**src/design/peak_adc_map.svh**
```systemverilog
`ifndef PEAK_ADC_MAP_SVH
`define PEAK_ADC_MAP_SVH
// register byte offsets
`define OFF_CTRL 8'h00
`define OFF_MODE 8'h04
`define OFF_THRESH 8'h08
`define OFF_STATUS 8'h0c
`define OFF_DATA 8'h10
// windows selected by paddr[7:5]; paddr[4:2] is the channel
`define WIN_CHAN 3'h1
`define WIN_PARAM 3'h2
// command bits in the control register
`define CTRL_GATE 0
`define CTRL_CLEAR 1
`define CTRL_TEST 2
`define CTRL_INIT 3
// reset values
`define MODE_RESET 6'h3f
`define THRESH_RESET 8'h00
`define PARAM_RESET 24'h00ff00
// conversion codes at or above this limit are overflow
`define OVF_LIMIT 12'hf00
// timing in ns
`define CLK_PERIOD_NS 100
`define GATE_DELAY_NS 1000
`define CONV_TIME_NS 3000
`define CLEAR_TIME_NS 1200
`endif

```
**src/design/peak_adc_pkg.sv**
```systemverilog
package peak_adc_pkg;
	typedef enum logic [1:0] {
		S_IDLE = 2'b01,
		S_BUSY = 2'b10
	} state_t;
	typedef enum logic [3:0] {
		P_NONE = 4'b0001,
		P_DELAY = 4'b0010,
		P_CONV = 4'b0100,
		P_READ = 4'b1000
	} phase_t;
	typedef struct packed {
		logic lam_en;
		logic seq_en;
		logic zs_en;
		logic ovf_mask;
		logic ecl_readout_select;
		logic chan_tag_mask;
	} mode_t;
	typedef struct packed {
		logic ovf;
		logic [2:0] chan;
		logic [11:0] value;
	} data_word_t;
	typedef struct packed {
		logic [7:0] offset;
		logic [7:0] upper_window_limit;
		logic [7:0] lower_window_limit;
	} chan_param_t;
	typedef struct packed {
		logic gate;
		logic clear;
		logic ack;
		logic [7:0] hit;
		logic [11:0] conv;
	} pin_in_t;
endpackage

```
**src/design/peak_adc_ctrl.sv**
```systemverilog
// The address map and the APB register port were chosen for this implementation.
`timescale 1ns/10ps
`include "peak_adc_map.svh"
module peak_adc_ctrl #(
	parameter int CLK_PERIOD_NS = `CLK_PERIOD_NS
) (
	input wire logic clk, // 10 MHz system clock
	input wire logic rst_n, // async reset, active low
	input wire logic psel, // apb select
	input wire logic penable, // apb enable
	input wire logic pwrite, // apb direction
	input wire logic [7:0] paddr, // apb byte address
	input wire logic [31:0] pwdata, // apb write data
	output logic pready, // apb ready
	output logic [31:0] prdata, // apb read data
	output logic pslverr, // apb error
	input wire logic gate_in, // front-panel gate
	input wire logic clear_in, // front-panel clear
	input wire logic ecl_ack, // ECL reader takes a word on rise
	input wire logic [7:0] chan_hit, // per-channel above-threshold flags
	input wire logic [11:0] conv_value, // converter result
	output logic [7:0] thresh_level, // common threshold level
	output logic [7:0] offset_level, // offset of selected channel
	output logic [2:0] mux_sel, // analog multiplexer channel
	output logic conv_start, // one-cycle start of a conversion
	output logic test_pulse, // test pulse into all channels
	output logic busy, // acquisition busy
	output logic lam, // look-at-me
	output logic ecl_req, // ECL word ready
	output logic [15:0] ecl_data // ECL data word
);
	localparam int GATE_CYC = (`GATE_DELAY_NS + CLK_PERIOD_NS - 1) / CLK_PERIOD_NS;
	localparam int CONV_CYC = (`CONV_TIME_NS + CLK_PERIOD_NS - 1) / CLK_PERIOD_NS;
	localparam int CLEAR_CYC = (`CLEAR_TIME_NS + CLK_PERIOD_NS - 1) / CLK_PERIOD_NS;

	// first index at or above f whose mask bit is set, 8 if none
	function automatic logic [3:0] next_idx(input logic [7:0] m, input logic [3:0] f);
		logic [3:0] r;
		r = 4'h8;
		for (int i = 7; i >= 0; i--) begin
			if (m[i] && 4'(i) >= f) begin
				r = 4'(i);
			end
		end
		return r;
	endfunction

	peak_adc_pkg::pin_in_t pins_a_q, pins_b_q;
	logic gate_prev_q, clear_prev_q, ack_prev_q;
	peak_adc_pkg::state_t state_q;
	peak_adc_pkg::phase_t phase_q;
	peak_adc_pkg::mode_t mode_q;
	logic [7:0] thresh_q;
	peak_adc_pkg::chan_param_t param_q [8];
	peak_adc_pkg::data_word_t word_q [8];
	logic [7:0] valid_q;
	logic [5:0] cnt_q;
	logic [5:0] clr_cnt_q;
	logic [2:0] ch_q;
	logic [3:0] ptr_q;
	logic pready_q, pslverr_q;
	logic [31:0] prdata_q;
	logic [31:0] rdata_d;
	logic err_d;
	logic [7:0] offset_q;
	logic conv_start_q, test_q, lam_q, ecl_req_q;
	logic [15:0] ecl_data_q;

	// two flip-flops on every panel, ECL and converter pin before any logic looks at it
	always_ff @(posedge clk or negedge rst_n) begin
		if (!rst_n) begin
			pins_a_q <= '0;
			pins_b_q <= '0;
			gate_prev_q <= 1'b0;
			clear_prev_q <= 1'b0;
			ack_prev_q <= 1'b0;
		end else begin
			pins_a_q <= {gate_in, clear_in, ecl_ack, chan_hit, conv_value};
			pins_b_q <= pins_a_q;
			gate_prev_q <= pins_b_q.gate;
			clear_prev_q <= pins_b_q.clear;
			ack_prev_q <= pins_b_q.ack;
		end
	end

	logic apb_wr, apb_rd, idle, reading;
	logic sw_gate, sw_clear, sw_test, sw_init;
	logic gate_evt, clear_evt, int_clear, gate_ok;
	logic zs_mode, ecl_mode, seq_have, seq_pop;
	logic conv_end, conv_last, cur_valid, cur_ovf;
	logic [7:0] avail, valid_next;
	logic [2:0] rch;
	peak_adc_pkg::chan_param_t cur_par;

	assign apb_wr = psel && penable && pready_q && pwrite;
	assign apb_rd = psel && penable && pready_q && !pwrite;
	assign idle = state_q == peak_adc_pkg::S_IDLE;
	assign reading = phase_q == peak_adc_pkg::P_READ;
	assign rch = paddr[4:2];
	assign sw_gate = apb_wr && paddr == `OFF_CTRL && pwdata[`CTRL_GATE];
	assign sw_clear = apb_wr && paddr == `OFF_CTRL && pwdata[`CTRL_CLEAR];
	assign sw_test = apb_wr && paddr == `OFF_CTRL && pwdata[`CTRL_TEST];
	assign sw_init = apb_wr && paddr == `OFF_CTRL && pwdata[`CTRL_INIT];
	// panel and bus sources merge here, so both behave the same
	assign gate_evt = (pins_b_q.gate && !gate_prev_q) || sw_gate || sw_test;
	assign clear_evt = (pins_b_q.clear && !clear_prev_q) || sw_clear || sw_init;
	assign gate_ok = idle && clr_cnt_q == 6'h00;
	assign zs_mode = mode_q.seq_en && mode_q.zs_en;
	assign ecl_mode = mode_q.ecl_readout_select && mode_q.seq_en;
	assign avail = zs_mode ? valid_q : 8'hff;
	assign cur_par = param_q[ch_q];
	assign cur_ovf = pins_b_q.conv >= `OVF_LIMIT;
	assign cur_valid = pins_b_q.hit[ch_q] && pins_b_q.conv[11:4] >= cur_par.lower_window_limit
		&& pins_b_q.conv[11:4] <= cur_par.upper_window_limit;
	assign conv_end = phase_q == peak_adc_pkg::P_CONV && cnt_q == 6'h00;
	assign conv_last = conv_end && ch_q == 3'h7;
	assign valid_next = valid_q | (cur_valid ? 8'h01 << ch_q : 8'h00);
	assign seq_have = reading && mode_q.seq_en && !ptr_q[3];
	assign seq_pop = seq_have && (ecl_mode ? (pins_b_q.ack && !ack_prev_q && ecl_req_q)
		: (apb_rd && paddr == `OFF_DATA));
	// nothing to read after conversion, or sequential list drained
	assign int_clear = (conv_last && (zs_mode ? valid_next : 8'hff) == 8'h00)
		|| (reading && mode_q.seq_en && ptr_q[3]);

	// two-state controller with its busy sub-phases
	always_ff @(posedge clk or negedge rst_n) begin
		if (!rst_n) begin
			state_q <= peak_adc_pkg::S_IDLE;
			phase_q <= peak_adc_pkg::P_NONE;
			cnt_q <= 6'h00;
			ch_q <= 3'h0;
			clr_cnt_q <= 6'h00;
			test_q <= 1'b0;
		end else if (clear_evt || int_clear) begin
			state_q <= peak_adc_pkg::S_IDLE;
			phase_q <= peak_adc_pkg::P_NONE;
			clr_cnt_q <= 6'(CLEAR_CYC);
			test_q <= 1'b0;
		end else begin
			if (clr_cnt_q != 6'h00) begin
				clr_cnt_q <= clr_cnt_q - 6'h01;
			end
			unique case (state_q)
				peak_adc_pkg::S_IDLE: begin
					if (gate_evt && gate_ok) begin
						state_q <= peak_adc_pkg::S_BUSY;
						phase_q <= peak_adc_pkg::P_DELAY;
						cnt_q <= 6'(GATE_CYC - 1);
						test_q <= sw_test;
					end
				end
				peak_adc_pkg::S_BUSY: begin
					unique case (phase_q)
						peak_adc_pkg::P_DELAY: begin
							if (cnt_q == 6'h00) begin
								phase_q <= peak_adc_pkg::P_CONV;
								ch_q <= 3'h0;
								cnt_q <= 6'(CONV_CYC - 1);
								test_q <= 1'b0;
							end else begin
								cnt_q <= cnt_q - 6'h01;
							end
						end
						peak_adc_pkg::P_CONV: begin
							if (conv_last) begin
								phase_q <= peak_adc_pkg::P_READ;
							end else if (conv_end) begin
								ch_q <= ch_q + 3'h1;
								cnt_q <= 6'(CONV_CYC - 1);
							end else begin
								cnt_q <= cnt_q - 6'h01;
							end
						end
						default: begin
						end
					endcase
				end
			endcase
		end
	end

	// results captured per channel at the end of each conversion
	always_ff @(posedge clk or negedge rst_n) begin
		if (!rst_n) begin
			valid_q <= 8'h00;
			for (int i = 0; i < 8; i++) begin
				word_q[i] <= '0;
			end
		end else if (clear_evt || (idle && gate_evt && gate_ok)) begin
			valid_q <= 8'h00;
		end else if (conv_end) begin
			valid_q <= valid_next;
			word_q[ch_q].value <= pins_b_q.conv;
			word_q[ch_q].chan <= mode_q.chan_tag_mask ? 3'h0 : ch_q;
			word_q[ch_q].ovf <= cur_ovf && !mode_q.ovf_mask;
		end
	end

	// sequential pointer, advanced by ECL ack or dataway read
	always_ff @(posedge clk or negedge rst_n) begin
		if (!rst_n) begin
			ptr_q <= 4'h8;
		end else if (conv_last) begin
			ptr_q <= next_idx(zs_mode ? valid_next : 8'hff, 4'h0);
		end else if (seq_pop) begin
			ptr_q <= next_idx(avail, ptr_q + 4'h1);
		end
	end

	// configuration; writes while busy are dropped and flagged
	always_ff @(posedge clk or negedge rst_n) begin
		if (!rst_n) begin
			mode_q <= `MODE_RESET;
			thresh_q <= `THRESH_RESET;
			for (int i = 0; i < 8; i++) begin
				param_q[i] <= `PARAM_RESET;
			end
		end else if (sw_init) begin
			mode_q <= `MODE_RESET;
		end else if (apb_wr && idle) begin
			if (paddr == `OFF_MODE) begin
				mode_q <= pwdata[5:0];
			end
			if (paddr == `OFF_THRESH) begin
				thresh_q <= pwdata[7:0];
			end
			if (paddr[7:5] == `WIN_PARAM && paddr[1:0] == 2'b00) begin
				param_q[rch] <= pwdata[23:0];
			end
		end
	end

	// read data and error decided in the setup cycle
	always_comb begin
		rdata_d = 32'h0000_0000;
		err_d = 1'b0;
		if (paddr[1:0] != 2'b00) begin
			err_d = 1'b1;
		end else if (paddr == `OFF_CTRL) begin
			rdata_d = 32'h0000_0000;
		end else if (paddr == `OFF_MODE) begin
			rdata_d = {26'h0, mode_q};
			err_d = pwrite && !idle;
		end else if (paddr == `OFF_THRESH) begin
			rdata_d = {24'h0, thresh_q};
			err_d = pwrite && !idle;
		end else if (paddr == `OFF_STATUS) begin
			rdata_d = {16'h0, valid_q, 3'h0, ecl_req_q, lam_q, clr_cnt_q != 6'h00, reading, !idle};
		end else if (paddr == `OFF_DATA) begin
			// Q in bit 16; a Q of zero ends a sequential block read
			if (seq_have && !ecl_mode) begin
				rdata_d = {15'h0, 1'b1, word_q[ptr_q[2:0]]};
			end
			err_d = pwrite;
		end else if (paddr[7:5] == `WIN_CHAN) begin
			if (reading && !mode_q.seq_en) begin
				rdata_d = {15'h0, 1'b1, word_q[rch]};
			end
			err_d = pwrite;
		end else if (paddr[7:5] == `WIN_PARAM) begin
			rdata_d = {8'h0, param_q[rch]};
			err_d = pwrite && !idle;
		end else begin
			err_d = 1'b1;
		end
	end

	// one wait-free access phase: ready is registered off the setup cycle
	always_ff @(posedge clk or negedge rst_n) begin
		if (!rst_n) begin
			pready_q <= 1'b0;
			prdata_q <= 32'h0000_0000;
			pslverr_q <= 1'b0;
		end else begin
			pready_q <= psel && !penable;
			if (psel && !penable) begin
				prdata_q <= pwrite ? 32'h0000_0000 : rdata_d;
				pslverr_q <= err_d;
			end else begin
				pslverr_q <= 1'b0;
			end
		end
	end

	// port outputs; ECL word held until the reader acknowledges it
	always_ff @(posedge clk or negedge rst_n) begin
		if (!rst_n) begin
			offset_q <= 8'h00;
			conv_start_q <= 1'b0;
			lam_q <= 1'b0;
			ecl_req_q <= 1'b0;
			ecl_data_q <= 16'h0000;
		end else begin
			offset_q <= param_q[ch_q].offset;
			conv_start_q <= (phase_q == peak_adc_pkg::P_DELAY && cnt_q == 6'h00)
				|| (conv_end && !conv_last);
			lam_q <= mode_q.lam_en && !ecl_mode && reading
				&& (mode_q.seq_en ? seq_have : 1'b1) && !clear_evt;
			ecl_req_q <= ecl_mode && seq_have && !seq_pop && !clear_evt;
			if (seq_have && ecl_mode) begin
				ecl_data_q <= word_q[ptr_q[2:0]];
			end
		end
	end

	assign pready = pready_q;
	assign prdata = prdata_q;
	assign pslverr = pslverr_q;
	assign thresh_level = thresh_q;
	assign offset_level = offset_q;
	assign mux_sel = ch_q;
	assign conv_start = conv_start_q;
	assign test_pulse = test_q;
	// one-hot code: the busy bit is the state flop itself
	assign busy = state_q[1];
	assign lam = lam_q;
	assign ecl_req = ecl_req_q;
	assign ecl_data = ecl_data_q;
endmodule

```
**config.mk**
```make
export PLATFORM = sky130hd
export DESIGN_NAME = peak_adc_ctrl
export DESIGN_NICKNAME = d
export VERILOG_FILES = /design/src/design/peak_adc_pkg.sv /design/src/design/peak_adc_ctrl.sv
export VERILOG_INCLUDE_DIRS = /design/src /design/src/design
export SDC_FILE = /design/constraint.sdc
export NUM_CORES = 1
export LEC_CHECK = 0
export ABC_AREA = 1
export ABC_CLOCK_PERIOD_IN_PS = 4840
export BUFFER_PORTS_ARGS = -buffer_cell sky130_fd_sc_hd__buf_2
export CORE_MARGIN = 4
export CORE_UTILIZATION = 60
export CTS_BUF_LIST = sky130_fd_sc_hd__clkbuf_8
export CTS_CLUSTER_SIZE = 12
export DETAILED_ROUTE_END_ITERATION = 10
export GPL_TIMING_DRIVEN = 0
export PLACE_DENSITY = 0.87
export SLEW_MARGIN = 20
export SYNTH_ARGS = -nofsm -noshare
export SYNTH_HDL_FRONTEND = slang
export SYNTH_SLANG_ARGS = --single-unit
```
**constraint.sdc**
```tcl
create_clock -name clk -period 4.84 [get_ports clk]
set_input_delay 0.484 -clock clk [delete_from_list [all_inputs] [get_ports clk]]
set_output_delay 0.484 -clock clk [all_outputs]
set_load 0.05 [all_outputs]
```
==> impl_metrics.csv <==
group,metric,value,unit
yosys,ys.warnings.count,0,
floorplanning,design.core.area,37670,µm²
final_layout,fillers,2996,
worst_setup_path,crit_required,5.45,ns
yosys,async_flop_share,1.000,
timing,max_freq,212.1,MHz
run_status,status,"finished, final reports clean",
timing,post-route-period-util,0.9743,
route,vias,23758,
worst_setup_path,max_stage_delay,0.49,ns
placed_design,placedCellCount,3377,
final_layout,multi_input_area,9414,µm²
hold_path,hold_depth,2,
timing,setup_ws,0.1242,ns
worst_setup_path,worstPathCellList,"clkinvlp_4, nand3_4, clkinv_2, clkbuf_4, a221oi_1, nand2_1, inv_1, ha_1, a21oi_1, o21a_1, nand2_1, nand2_1, inv_2, nand3_1, nand2_1, nor2_1, nand4_1, nand2_2, nor2_2, nand2_1, nand2_1, nand2_1",
power,p_leak,11.90,nW
route,wire_per_inst,27.62,µm
worst_setup_path,path_max_fanout,10,
floorplanning,io_pins,142,
final_layout,fin_util,0.7030,
yosys,netlist_instances,2730,
timing,setup_viol,0,
route,vias_per_cell,6.687,
timing,tightest_slew,1.303,ns
clock_tree,clk_pin_slew_worst_paths,0.06,ns
grt,track_usage,0.4654,
power,netSwitchingFraction,0.2674,
floorplanning,rows,71,
placed_design,dp_slack,-1.068,ns
route,drt-pass1-iter-count,6,
power,combPwrFrac,0.077,
clock_tree,clock-root-buffer,"clkbuf_8",
yosys,syn_area,22890,µm²
yosys,ys_top_cells_by_area,"dfrtp_1 (43%), nand2_1 (11%), o21ai_0 (10%)",
worst_setup_path,cpMostUsedCell,"nand2_1",
power,p_seq_frac,0.478,
placed_design,dp_hpwl,65460,µm
yosys,synth_top_area_cell,"dfrtp_1",
yosys,avgSynthCellArea,8.384,µm²
final_layout,nets,3076,
worst_setup_path,critPathLaunchType,"register",
placed_design,postPlaceCellArea,24330,µm²
yosys,synth_edf_count,0,
clock_tree,cts_buffers,79,
worst_setup_path,crit_path_top_delay_cell,"dfrtp_1",
yosys,synth_ff_type,"dfrtp_1",
placed_design,place_congestion,1.036,
power,vdd_drop_max,335.2,µV
timing,hold_viol,0,
floorplanning,die_w,203.3,µm
yosys,ys_seq_elements,470,
timing,rsz0062_at_grt,"no",
clock_tree,insertion_delay,0.69,ns
grt,grt_pass1_vias,23121,
final_layout,ff_latch_area,11850,µm²
clock_tree,cts.sinks,470,
worst_setup_path,reg2reg_depth,22,
floorplanning,initial_core_util,0.6077,
yosys,ys_seq_area_frac,0.5178,
floorplanning,die-area,41340,µm²
yosys,yosys.cell_types.count,51,
clock_tree,cts_buffer_depth,3,
timing,slew_viol_final,0,
grt,overflow,0,
route,first_iter_violations,3569,
final_layout,fin_area,26480,µm²
power,p_switching,0.002273,W
placed_design,place.port_buffers,124,
clock_tree,htree_levels,3,
power,power_density,321.0,nW/µm²
timing,slew_headroom,0.1315,
hold_path,min_path_type,"primary input to register",
final_layout,finalNonFillerCells,3553,
yosys,yosysMostFrequentCell,"nand2_1",
timing,finalClockSkew,0.03315,ns
power,p_int,0.006227,W
yosys,synth_commonest_cells,"nand2_1 (647), o21ai_0 (474), dfrtp_1 (397)",
floorplanning,fp.dieH,203.3,µm
worst_setup_path,endpoint_kind,"register",
job,cap_violations,0,
worst_setup_path,worst_ep_arrival_time,5.33,ns
route,post-route-drc-count,0,
worst_setup_path,crit_type,"register to register",
yosys,yosys.area.top_type_share,0.4340,
grt,antenna_found_initial,2,
route,drt-total-wl,98130,µm
grt,grt_first_pass_wirelength,143700,µm
power,power.share.clock,0.445,
clock_tree,tritoncts,"done",
final_layout,drive_gt1_frac,0.1496,
grt,grt_max_degree,87,
route,ant_nets,0,
timing,min_period,4.716,ns
power,power,0.008500,W
final_layout,synthToLayoutAreaGrowth,15.68,%
[cell type report]
cell class / count / area share
buffer: 170 / 0.03005
sequential: 470 / 0.4477
inverter: 262 / 0.03828
clock inverter: 40 / 0.009971
tap: 511 / 0.02415
timing repair buffer: 164 / 0.04121
antenna: 1 / 0.00009451
clock buffer: 102 / 0.05302
multi-input combinational: 1833 / 0.3555
[per-layer routing]
layer | GRT usage | wire (µm)
met2 | 0.6908 | 41970
met4 | 0.3127 | 8372
met1 | 0.5804 | 33850
met3 | 0.1584 | 13930
met5 | 0 | 11
[cells in the final DEF, fill, tap and decap left out, types with 9 or more instances in the layout]
| master | count |
|---|---|
| inv_1 | 270 |
| ha_1 | 28 |
| dlygate4sd3_1 | 24 |
| o21ai_0 | 473 |
| o2111ai_1 | 34 |
| buf_2 | 163 |
| o22ai_1 | 47 |
| a221oi_1 | 41 |
| nand2_1 | 645 |
| dfstp_2 | 73 |
| clkbuf_1 | 95 |
| buf_4 | 30 |
| a31oi_1 | 11 |
| nor2_2 | 9 |
| a22oi_1 | 85 |
| nand4_1 | 39 |
| a21oi_1 | 83 |
| dfrtp_1 | 396 |
| o21ai_1 | 16 |
| clkbuf_8 | 102 |
| o221ai_1 | 15 |
| inv_2 | 9 |
| nand3_1 | 70 |
| nor2_1 | 133 |
| nor3_1 | 11 |
| o211ai_1 | 24 |
[stage by stage]
step	hold slack (ns)	TNS, ns
floorplan	0.1884	0
detailed placement	0.3356	-20.60
global route	0.02786	0
finish	0.02360	0
CTS	0.01746	0
global placement	0.3342	-2495.49
[cell families (layout without fill, tap and decap cells)]
family / after synthesis / after routing / synth area share
compound gates: 854 / 854 / 0.2205
xor+xnor: 6 / 6 / 0.002296
fa+ha+maj: 28 / 28 / 0.01531
buf+inv: 434 / 738 / 0.07686
flops: 470 / 470 / 0.5178
other cells: 1 / 9 / 0.0001638
simple gates: 937 / 937 / 0.1671
[power groups by stage]
stage	Clock (W)	Sequential [W]	Combinational, W
6_report	0.00378	0.00406	0.000658
5_1_grt	0.00395	0.00407	0.000697
4_1_cts	0.00375	0.00406	0.000632
3_5_place_dp	0	0.00413	0.000612
3_3_place_gp	0	0.00412	0.000573
2_1_floorplan	0	0.00413	0.000303
[flip-flops by register name (all words and copies together), names as in the netlist, 8 cells and up]
signal        cells
prdata           24
word_q          128
offset_level      8
param_q         192
thresh_level      8
ecl_data         16
pins_b_q         23
pins_a_q         23
valid_q           8
[timing repair]
item                       CTS  global route
setup endpoints to repair   34            25
setup buffers                4             7
hold endpoints to repair    96             0
cloned                       0             0
hold buffers                24             0
gates resized for setup     27            26
[path summary, 6_finish.rpt]
kind                              startpoint           end  slack (ns)
worst max-delay path              mux_sel[0]    mux_sel[1]        0.12
worst min-delay path                 penable        pready        0.02
worst max register to register    mux_sel[0]    mux_sel[1]        0.12
worst min register to register  pins_a_q[20]  pins_b_q[20]        0.35
max in group asynchronous              rst_n  param_q[187]        3.11
min in group asynchronous              rst_n    word_q[84]        0.39
[critical path, delay by kind of cell, from the launching register on]
kind / cells / cell delay [ns]
buf+inv: 5 / 1.21
fa+ha+maj: 1 / 0.28
compound gates: 3 / 0.69
flops: 1 / 0.49
simple gates: 13 / 1.95
(Power assumes the default switching activity.)
